==> src/itf_regs.svh <==
/*
 * Constants for the input terminal function decoder: function codes,
 * terminal counts, debounce timing and reset values.
 * Assumes a 25 MHz system clock; the debounce count is derived from it.
 */
`ifndef ITF_REGS_SVH
`define ITF_REGS_SVH

// ****************************************************************
// Terminal layout
// ****************************************************************
`define ITF_NUM_TERM       6
`define ITF_NUM_HS         2
`define ITF_HS_FIRST       4
`define ITF_CODE_W         5

// ****************************************************************
// Function codes
// ****************************************************************
`define ITF_FN_NONE        5'h00
`define ITF_FN_RUN_FWD     5'h01
`define ITF_FN_RUN_REV     5'h02
`define ITF_FN_THREE_WIRE  5'h03
`define ITF_FN_JOG_FWD     5'h04
`define ITF_FN_JOG_REV     5'h05
`define ITF_FN_COAST       5'h06
`define ITF_FN_FAULT_RST   5'h07
`define ITF_FN_PAUSE       5'h08
`define ITF_FN_EXT_FAULT   5'h09
`define ITF_FN_FREQ_UP     5'h0a
`define ITF_FN_FREQ_DOWN   5'h0b
`define ITF_FN_FREQ_CLEAR  5'h0c
`define ITF_FN_SW_AB       5'h0d
`define ITF_FN_SW_COMB_A   5'h0e
`define ITF_FN_SW_COMB_B   5'h0f
`define ITF_FN_MS1         5'h10
`define ITF_FN_MS2         5'h11
`define ITF_FN_MS3         5'h12
`define ITF_FN_MS4         5'h13

// ****************************************************************
// Timing and reset values
// ****************************************************************
`define ITF_CLK_PERIOD_NS  40
`define ITF_DEB_TIME_NS    2000
`define ITF_DEB_CYCLES     ((`ITF_DEB_TIME_NS + `ITF_CLK_PERIOD_NS - 1) / `ITF_CLK_PERIOD_NS)
`define ITF_DEB_CNT_W      6
`define ITF_RST_LEVEL      1'b0
`define ITF_RST_INDEX      4'h0

`endif

==> src/itf_pkg.sv <==
/*
 * Types shared by the input terminal function decoder files.
 * Assumes itf_regs.svh is on the include path.
 */
`include "itf_regs.svh"

package itf_pkg;

  // One terminal's function setting
  typedef logic [`ITF_CODE_W-1:0] itf_code_t;

  // All six terminal settings, terminal 0 in the low slot
  typedef itf_code_t [`ITF_NUM_TERM-1:0] itf_sel_vec_t;

  // Frequency reference channel, one-hot
  typedef enum logic [2:0] {
    ITF_CH_A    = 3'h1,
    ITF_CH_B    = 3'h2,
    ITF_CH_COMB = 3'h4
  } itf_ref_chan_t;

endpackage

==> src/itf_term_if.sv <==
/*
 * Carries terminal levels between the debouncer and the decoder.
 * Assumes both ends share the system clock.
 */
`timescale 1ns/1ps
`default_nettype none
`include "itf_regs.svh"

interface itf_term_if;
  logic [`ITF_NUM_TERM-1:0] raw;    // Pin levels, unsynchronised
  logic [`ITF_NUM_TERM-1:0] synced; // After two flops, not filtered
  logic [`ITF_NUM_TERM-1:0] clean;  // Debounced levels

  modport deb (input raw, output synced, output clean);
  modport dec (output raw, input synced, input clean);
endinterface

`default_nettype wire

==> src/itf_decoder.sv <==
/*
 * Input terminal function decoder: turns four ordinary and two
 * high-speed terminals into drive commands by per-terminal codes.
 * Assumes the rest of the drive consumes the command levels and that
 * configuration inputs are steady, on the system clock.
 */
`timescale 1ns/1ps
`default_nettype none
`include "itf_regs.svh"
module itf_decoder
  import itf_pkg::*;
(
  input  wire logic                     i_sys_clk,
  input  wire logic                     i_sys_rst,
  input  wire logic [`ITF_NUM_TERM-1:0] i_terminal_pins,
  input  wire itf_sel_vec_t             i_terminal_function_selectors,
  input  wire logic [`ITF_NUM_HS-1:0]   i_hs_pulse_mode,
  input  wire logic [`ITF_NUM_HS-1:0]   i_hs_pulse_is_encoder,
  input  wire logic                     i_freq_from_terminals,
  input  wire itf_ref_chan_t            i_combined_channel_selector,
  output logic                          o_run_fwd,
  output logic                          o_run_rev,
  output logic                          o_three_wire,
  output logic                          o_jog_fwd,
  output logic                          o_jog_rev,
  output logic                          o_coast_stop,
  output logic                          o_fault_reset,
  output logic                          o_pause,
  output logic                          o_ext_fault,
  output logic                          o_decel_stop,
  output logic                          o_freq_up,
  output logic                          o_freq_down,
  output logic                          o_freq_clear,
  output itf_ref_chan_t                 o_ref_channel,
  output logic [3:0]                    o_speed_index,
  output logic [`ITF_NUM_HS-1:0]        o_hs_pulse_freq,
  output logic [`ITF_NUM_HS-1:0]        o_hs_pulse_enc
);

  localparam int N = `ITF_NUM_TERM;

  // ****************************************************************
  // Decode helper
  // ****************************************************************

  // True when any enabled terminal carrying this code is active.
  // Duplicate codes are the configurer's fault; they simply OR here.
  function automatic logic func_on(
    input itf_code_t             code,
    input itf_sel_vec_t          sels,
    input logic [`ITF_NUM_TERM-1:0] act
  );
    logic hit;
    hit = 1'b0;
    for (int i = 0; i < `ITF_NUM_TERM; i++)
      hit = hit | (act[i] && (sels[i] == code));
    return hit;
  endfunction

  // ****************************************************************
  // Terminal conditioning
  // ****************************************************************

  itf_term_if term ();

  assign term.raw = i_terminal_pins;

  // Synchroniser and debouncer for all six pins
  itf_debounce u_debounce (
    .i_sys_clk (i_sys_clk),
    .i_sys_rst (i_sys_rst),
    .term      (term)
  );

  // Terminals that take part in function decoding
  logic [N-1:0] term_en;

  // High-speed terminals in pulse mode drop out of decoding
  always_comb
  begin
    term_en = term.clean;
    for (int h = 0; h < `ITF_NUM_HS; h++)
      if (i_hs_pulse_mode[h])
        term_en[`ITF_HS_FIRST + h] = 1'b0;
  end

  // ****************************************************************
  // Function decode
  // ****************************************************************

  logic act_fwd;
  logic act_rev;
  logic act_3w;
  logic act_jf;
  logic act_jr;
  logic act_coast;
  logic act_frst;
  logic act_pause;
  logic act_xflt;
  logic act_up;
  logic act_down;
  logic act_clear;
  logic act_ab;
  logic act_ca;
  logic act_cb;
  logic [3:0] act_ms;

  // Settings under a short name, so each decode fits on one line
  itf_sel_vec_t sel;
  assign sel = i_terminal_function_selectors;

  // Code zero is never looked up, so such a terminal does nothing
  always_comb
  begin
    act_fwd   = func_on(`ITF_FN_RUN_FWD,    sel, term_en);
    act_rev   = func_on(`ITF_FN_RUN_REV,    sel, term_en);
    act_3w    = func_on(`ITF_FN_THREE_WIRE, sel, term_en);
    act_jf    = func_on(`ITF_FN_JOG_FWD,    sel, term_en);
    act_jr    = func_on(`ITF_FN_JOG_REV,    sel, term_en);
    act_coast = func_on(`ITF_FN_COAST,      sel, term_en);
    act_frst  = func_on(`ITF_FN_FAULT_RST,  sel, term_en);
    act_pause = func_on(`ITF_FN_PAUSE,      sel, term_en);
    act_xflt  = func_on(`ITF_FN_EXT_FAULT,  sel, term_en);
    act_up    = func_on(`ITF_FN_FREQ_UP,    sel, term_en);
    act_down  = func_on(`ITF_FN_FREQ_DOWN,  sel, term_en);
    act_clear = func_on(`ITF_FN_FREQ_CLEAR, sel, term_en);
    act_ab    = func_on(`ITF_FN_SW_AB,      sel, term_en);
    act_ca    = func_on(`ITF_FN_SW_COMB_A,  sel, term_en);
    act_cb    = func_on(`ITF_FN_SW_COMB_B,  sel, term_en);
    act_ms[0] = func_on(`ITF_FN_MS1,        sel, term_en);
    act_ms[1] = func_on(`ITF_FN_MS2,        sel, term_en);
    act_ms[2] = func_on(`ITF_FN_MS3,        sel, term_en);
    act_ms[3] = func_on(`ITF_FN_MS4,        sel, term_en);
  end

  // ****************************************************************
  // Command registers
  // ****************************************************************

  logic [10:0]   lvl_reg;
  logic [10:0]   lvl_next;
  logic          frst_prev_reg;
  logic          frst_prev_next;
  logic          frst_pulse_reg;
  logic          frst_pulse_next;
  logic          xflt_reg;
  logic          xflt_next;
  itf_ref_chan_t chan_reg;
  itf_ref_chan_t chan_next;
  logic [3:0]    idx_reg;
  logic [3:0]    idx_next;
  logic [`ITF_NUM_HS-1:0] pf_reg;
  logic [`ITF_NUM_HS-1:0] pf_next;
  logic [`ITF_NUM_HS-1:0] pe_reg;
  logic [`ITF_NUM_HS-1:0] pe_next;

  // Next command state
  always_comb
  begin
    lvl_next = {act_fwd, act_rev, act_3w, act_jf, act_jr,
                act_coast, act_pause,
                act_up & i_freq_from_terminals,
                act_down & i_freq_from_terminals,
                act_clear,
                act_pause | xflt_reg};
    // Fault reset fires once per rising edge, like one key press
    frst_prev_next  = act_frst;
    frst_pulse_next = act_frst & ~frst_prev_reg;
    // Alarm latches; a new fault wins over a reset in the same cycle
    if (act_xflt)
      xflt_next = 1'b1;
    else if (frst_pulse_reg)
      xflt_next = 1'b0;
    else
      xflt_next = xflt_reg;
    // Channel switching; the A/B swap takes priority
    chan_next = i_combined_channel_selector;
    if (act_ab)
    begin
      if (i_combined_channel_selector == ITF_CH_A)
        chan_next = ITF_CH_B;
      else if (i_combined_channel_selector == ITF_CH_B)
        chan_next = ITF_CH_A;
    end
    else if (act_ca)
    begin
      if (i_combined_channel_selector == ITF_CH_COMB)
        chan_next = ITF_CH_A;
      else if (i_combined_channel_selector == ITF_CH_A)
        chan_next = ITF_CH_COMB;
    end
    else if (act_cb)
    begin
      if (i_combined_channel_selector == ITF_CH_COMB)
        chan_next = ITF_CH_B;
      else if (i_combined_channel_selector == ITF_CH_B)
        chan_next = ITF_CH_COMB;
    end
    // Bit 3 is speed terminal 4, bit 0 is speed terminal 1
    idx_next = act_ms;
    // Pulse-mode pins pass straight through, synchronised only
    pf_next = '0;
    pe_next = '0;
    for (int h = 0; h < `ITF_NUM_HS; h++)
    begin
      if (i_hs_pulse_mode[h] && i_hs_pulse_is_encoder[h])
        pe_next[h] = term.synced[`ITF_HS_FIRST + h];
      else if (i_hs_pulse_mode[h])
        pf_next[h] = term.synced[`ITF_HS_FIRST + h];
    end
  end

  // Register all commands
  always_ff @(posedge i_sys_clk)
  begin
    if (i_sys_rst)
    begin
      lvl_reg        <= '0;
      frst_prev_reg  <= `ITF_RST_LEVEL;
      frst_pulse_reg <= `ITF_RST_LEVEL;
      xflt_reg       <= `ITF_RST_LEVEL;
      chan_reg       <= ITF_CH_A;
      idx_reg        <= `ITF_RST_INDEX;
      pf_reg         <= '0;
      pe_reg         <= '0;
    end
    else
    begin
      lvl_reg        <= lvl_next;
      frst_prev_reg  <= frst_prev_next;
      frst_pulse_reg <= frst_pulse_next;
      xflt_reg       <= xflt_next;
      chan_reg       <= chan_next;
      idx_reg        <= idx_next;
      pf_reg         <= pf_next;
      pe_reg         <= pe_next;
    end
  end

  // ****************************************************************
  // Outputs
  // ****************************************************************

  // Pause state is only held here; the drive resumes from it
  assign o_run_fwd       = lvl_reg[10];
  assign o_run_rev       = lvl_reg[9];
  assign o_three_wire    = lvl_reg[8];
  assign o_jog_fwd       = lvl_reg[7];
  assign o_jog_rev       = lvl_reg[6];
  assign o_coast_stop    = lvl_reg[5];
  assign o_pause         = lvl_reg[4];
  assign o_freq_up       = lvl_reg[3];
  assign o_freq_down     = lvl_reg[2];
  assign o_freq_clear    = lvl_reg[1];
  assign o_decel_stop    = lvl_reg[0];
  assign o_fault_reset   = frst_pulse_reg;
  assign o_ext_fault     = xflt_reg;
  assign o_ref_channel   = chan_reg;
  assign o_speed_index   = idx_reg;
  assign o_hs_pulse_freq = pf_reg;
  assign o_hs_pulse_enc  = pe_reg;

  // ****************************************************************
  // Checks
  // ****************************************************************

  a_code_zero_idle:
  assert property (@(posedge i_sys_clk) disable iff (i_sys_rst)
    (i_terminal_function_selectors == '0) ##1
    (i_terminal_function_selectors == '0) |->
    !o_run_fwd && !o_coast_stop && !o_pause && o_speed_index == 4'h0)
    else $error("Code zero terminal caused an action");

  a_run_fwd_follow:
  assert property (@(posedge i_sys_clk) disable iff (i_sys_rst)
    act_fwd |=> o_run_fwd)
    else $error("Forward run not commanded");

  a_coast_next_cycle:
  assert property (@(posedge i_sys_clk) disable iff (i_sys_rst)
    $rose(act_coast) |=> o_coast_stop)
    else $error("Coast stop late");

  a_fault_reset_once:
  assert property (@(posedge i_sys_clk) disable iff (i_sys_rst)
    o_fault_reset |=> !o_fault_reset ##0 $past(act_frst))
    else $error("Fault reset is not a single pulse");

  a_ext_fault_latch:
  assert property (@(posedge i_sys_clk) disable iff (i_sys_rst)
    act_xflt |=> o_ext_fault ##1 o_decel_stop)
    else $error("External fault not latched or no stop");

  a_up_needs_terminal:
  assert property (@(posedge i_sys_clk) disable iff (i_sys_rst)
    !i_freq_from_terminals |=> !o_freq_up && !o_freq_down)
    else $error("Frequency step without terminal reference");

  a_ab_swap_b:
  assert property (@(posedge i_sys_clk) disable iff (i_sys_rst)
    act_ab && i_combined_channel_selector == ITF_CH_A
    |=> o_ref_channel == ITF_CH_B)
    else $error("A/B swap did not select B");

  a_ms4_top_bit:
  assert property (@(posedge i_sys_clk) disable iff (i_sys_rst)
    act_ms == 4'h8 |=> o_speed_index == 4'h8)
    else $error("Speed terminal 4 not most significant");

  a_pulse_mode_excl:
  assert property (@(posedge i_sys_clk) disable iff (i_sys_rst)
    i_hs_pulse_mode[0] && !i_hs_pulse_is_encoder[0] |=> !o_hs_pulse_enc[0]
    && o_hs_pulse_freq[0] == $past(term.synced[`ITF_HS_FIRST]))
    else $error("Pulse-mode terminal not routed to its output");

endmodule

`default_nettype wire

==> src/itf_debounce.sv <==
/*
 * Two-flop synchroniser and stability filter for every terminal pin.
 * Assumes pins are asynchronous to i_sys_clk; reset is synchronous.
 */
`timescale 1ns/1ps
`default_nettype none
`include "itf_regs.svh"

module itf_debounce
  import itf_pkg::*;
(
  input  wire logic i_sys_clk,
  input  wire logic i_sys_rst,
  itf_term_if.deb   term
);

  localparam int N = `ITF_NUM_TERM;
  localparam logic [`ITF_DEB_CNT_W-1:0] DEB_LAST =
    `ITF_DEB_CNT_W'(`ITF_DEB_CYCLES - 1);

  logic [N-1:0]                meta_reg;
  logic [N-1:0]                sync_reg;
  logic [N-1:0]                clean_reg;
  logic [N-1:0]                clean_next;
  logic [`ITF_DEB_CNT_W-1:0]   cnt_reg  [N];
  logic [`ITF_DEB_CNT_W-1:0]   cnt_next [N];

  // ****************************************************************
  // Filter: a level change is taken only after it held for the
  // whole debounce time; a bounce restarts the count
  // ****************************************************************
  always_comb
  begin
    clean_next = clean_reg;
    for (int i = 0; i < N; i++)
    begin
      cnt_next[i] = '0;
      if (sync_reg[i] != clean_reg[i])
      begin
        if (cnt_reg[i] == DEB_LAST)
          clean_next[i] = sync_reg[i];
        else
          cnt_next[i] = cnt_reg[i] + 1'b1;
      end
    end
  end

  // Registers; the first flop feeds only the second
  always_ff @(posedge i_sys_clk)
  begin
    if (i_sys_rst)
    begin
      meta_reg  <= '0;
      sync_reg  <= '0;
      clean_reg <= '0;
      for (int i = 0; i < N; i++)
        cnt_reg[i] <= '0;
    end
    else
    begin
      meta_reg  <= term.raw;
      sync_reg  <= meta_reg;
      clean_reg <= clean_next;
      for (int i = 0; i < N; i++)
        cnt_reg[i] <= cnt_next[i];
    end
  end

  assign term.synced = sync_reg;
  assign term.clean  = clean_reg;

  a_clean_held_stable:
  assert property (@(posedge i_sys_clk) disable iff (i_sys_rst)
    $changed(clean_reg[0]) |-> $past(cnt_reg[0]) == DEB_LAST)
    else $error("Terminal level taken before debounce time");

endmodule

`default_nettype wire

==> config.mk <==
export PLATFORM = sky130hd
export DESIGN_NAME = itf_decoder
export DESIGN_NICKNAME = d
export VERILOG_FILES = /design/src/itf_pkg.sv /design/src/itf_term_if.sv /design/src/itf_decoder.sv /design/src/itf_debounce.sv
export VERILOG_INCLUDE_DIRS = /design/src
export SDC_FILE = /design/constraint.sdc
export NUM_CORES = 1
export LEC_CHECK = 0
export ABC_AREA = 1
export BUFFER_PORTS_ARGS = -buffer_cell sky130_fd_sc_hd__buf_2
export CAP_MARGIN = 5
export CORE_MARGIN = 4
export CORE_UTILIZATION = 61
export DETAILED_ROUTE_END_ITERATION = 10
export PLACE_DENSITY = 0.86
export REMOVE_ABC_BUFFERS = 1
export SYNTH_ARGS = -nofsm -noshare
export SYNTH_HDL_FRONTEND = slang
export SYNTH_SLANG_ARGS = --single-unit
==> constraint.sdc <==
create_clock -name i_sys_clk -period 2.9 [get_ports i_sys_clk]
set_input_delay 0.435 -clock i_sys_clk [delete_from_list [all_inputs] [get_ports i_sys_clk]]
set_output_delay 0.435 -clock i_sys_clk [all_outputs]
set_load 0.05 [all_outputs]
==> results by group <==
STA
  • Slew Viols, Final: 0
  • Worst Max-Slew Pin Slew: approximately 0.55 ns
  • Peak Freq: 668 MHz
  • Slew margin rel.: ~63%
  • Unrepaired setup endpoints after global routing: no
  • Final-report hold violation count: 0
  • Final min period: about 1.5 ns
  • Tcrit/Tclk final: 51.6%
  • Setup TNS: 0 ns
  • Clock Skews: 0.0103 ns
  • Final setup viols: 0

Hold path
  • HP Class: primary input to flip-flop

Finish
  • Area Growth Syn to Fin: 15.8%
  • Layout cells sized above 1: 17.3%
  • Max FFs per register: 36
  • FILL cells: 529
  • Final Instance Area: 4730 um^2
  • # nets final: 724
  • Antenna Cells: 0

Floorplanning
  • Num rows: 29
  • Die Y: 89.9 um
  • DIE AREA: around 8100 um^2
  • Initial Utilization: 63.6%
  • Die width: 89.9 um
  • Io pins: 70
  • CORE AREA: 6420 um^2

Clocking
  • CTS root buffer: clkbuf_8
  • Clock transition at path regs: about 0.09 ns
  • Clock tree buffer depth: 2
  • CTS tree: done
  • H-tree depth: 3
  • Setup Fix Bufs, Post-CTS: 0
  • Num CTS Buffers: 9
  • Clock Latency Late Sink: 0.35 ns
  • Sink Count: between 70 and 80
  • Post-cts sizing count: 0
  • Hold_buf cts: 0

Synthesis
  • Yosys reg bits: 79
  • Post-Syn Instances: 589
  • Synthesis Warnings: 0
  • Mean Syn Cell Area: 6.94 um^2
  • Netlist cell types: 39
  • Post-synth EDFFs: 0
  • Mapped cell area: 4090 um^2
  • Asr flop ratio synth: 0%
  • Sequential area share after synthesis: 38.7%
  • Main synth FF type: dfxtp_1

Power
  • Power Density: roughly 450 nW/um^2
  • Total Power: ~2.1 mW
  • Leakage power: 2.17 nW
  • Peak supply drop: 0.442 mV

Placement
  • Port bufs: between 60 and 70
  • DP Wirelength: just under 9 mm
  • Area post-placement: ~4500 um^2
  • Placer Congestion: slightly above 1

Drt
  • Detail Route Antenna Nets: 0
  • First-pass DRT Iterations: 5
  • Drc violations: 0
  • Final WL: approximately 11 mm
  • Routed len/inst: ~15 um
  • Vias: a little over 4000
  • Vias/cell: 5.50
  • 1st-iter DRT viols: 310

Setup path
  • Critical path fanouts, max: 7
  • Startpoint Class: flip-flop
  • Worst setup EP type: flip-flop
  • Crit path kind: flip-flop to flip-flop
  • Worst EP arrival: ~1.8 ns
  • CP required: 3.18 ns

Global route
  • Largest net degree at the start of global routing: 31
  • Global route overflow: 0
  • Global-route wire length before repair: 18.5 mm
  • Total track usage: 28.0%
  • Initial antenna violation count: 0
  • Number of global-route vias before repair: 4021

Job
  • Max-cap violations: 0

Status
  • Run status: finished clean
-- critical path, stage by stage (launching register included) --
cell,delay (ns)
dfxtp_1,0.38
nand2_1,0.16
nor2_4,0.22
nand3_1,0.19
o21ai_0,0.24
a21oi_1,0.09
a21oi_1,0.15
-- metrics by stage --
stage / hold slack [ns] / utilization (%) / worst slack [ns] / cells
2_1_floorplan: 0.373 / - / 1.62 / 585
3_3_place_gp: 0.385 / 70.4 / 1.27 / 732
3_5_place_dp: 0.390 / 70.4 / 1.23 / 732
4_1_cts: 0.238 / 73.7 / 1.43 / 748
5_1_grt: 0.234 / 73.7 / 1.29 / 748
6_report: 0.240 / 73.7 / 1.40 / 748
-- Yosys cell counts, types with 6 or more instances --
cell type	n	area, um^2
nand2_2	6	37.5
dfxtp_1	79	1580
nand4_1	11	68.8
xnor2_1	7	61.3
nor3b_1	7	52.6
a31oi_1	6	37.5
ha_1	12	150
o21ai_0	16	80.1
o22ai_1	13	81.3
nand3_1	44	220
nor3_1	15	75.1
inv_2	7	26.3
xor2_1	8	70.1
nor2_1	104	390
a21oi_1	28	140
inv_1	88	330
nand2_1	96	360
-- kinds of logic after synthesis --
kind of cell	count (synthesis)	synth area share, %
AO/OA/AOI/OAI	79	11.5
XOR/XNOR	15	3.21
adder cells (fa/ha/maj)	12	3.67
buffers and inverters	99	9.12
flip-flops	79	38.7
AND/OR/NAND/NOR	305	33.8
-- layer usage --
| metal | vias up | part of all wire (%) | track usage (%) |
|---|---|---|---|
| li1 | 2066 | - | - |
| met3 | 27 | 7.7 | 5.26 |
| met1 | 1848 | 44 | 36.6 |
| met5 | - | 0 | 0 |
| met2 | 176 | 46 | 46.2 |
| met4 | 0 | 2.4 | 9.82 |
-- where the power goes --
group          leakage (nW)  switching (mW)  total [mW]  internal, mW
registers             0.640         0.00710        1.10          1.10
logic                  1.42           0.114       0.166        0.0510
clock network         0.105           0.443       0.878         0.435
total                  2.17           0.564        2.15          1.58
-- worst paths after layout --
kind	start	to	slack [ns]	depth (start not counted)
worst min register to register	frst_prev_reg$_SDFF_PP0_	o_fault_reset$_SDFF_PP0_	0.40	1
worst min-delay path	i_hs_pulse_is_encoder[0]	o_hs_pulse_freq[0]$_SDFF_PP0_	0.24	2
worst max-delay path	u_debounce.term.clean[4]$_SDFFE_PP0P_	lvl_reg[5]$_SDFF_PP0_	1.40	6
worst max register to register	u_debounce.term.clean[4]$_SDFFE_PP0P_	lvl_reg[5]$_SDFF_PP0_	1.40	6
-- final cells by class --
| type | count | area [um^2] | share of cell area [%] |
|---|---|---|---|
| sequential | 79 | 1580 | 33.4 |
| timing repair buffer | 70 | 353 | 7.45 |
| clock buffer | 10 | 138 | 2.91 |
| multi-input combinational | 411 | 2130 | 45.1 |
| tap | 77 | 96.3 | 2.04 |
| clock inverter | 6 | 75.1 | 1.59 |
| inverter | 95 | 357 | 7.53 |
-- cells in the final DEF, fill, tap and decap left out, drive strengths merged --
cell      count
a211oi        2
a21oi        29
a221oi        1
a31oi         6
a32oi         1
a41oi         4
and3          3
buf          70
bufinv        1
clkbuf       10
clkinv        1
clkinvlp      1
dfxtp        79
ha           12
inv          98
nand2       102
nand3        48
nand3b        2
nand4        11
nor2        112
nor3         17
nor3b         7
nor4          1
o2111ai       1
o211ai        2
o21a          1
o21ai        18
o221ai        1
o22ai        13
or2           2
xnor2         7
xor2          8
Power figures use the tool's default switching activity.
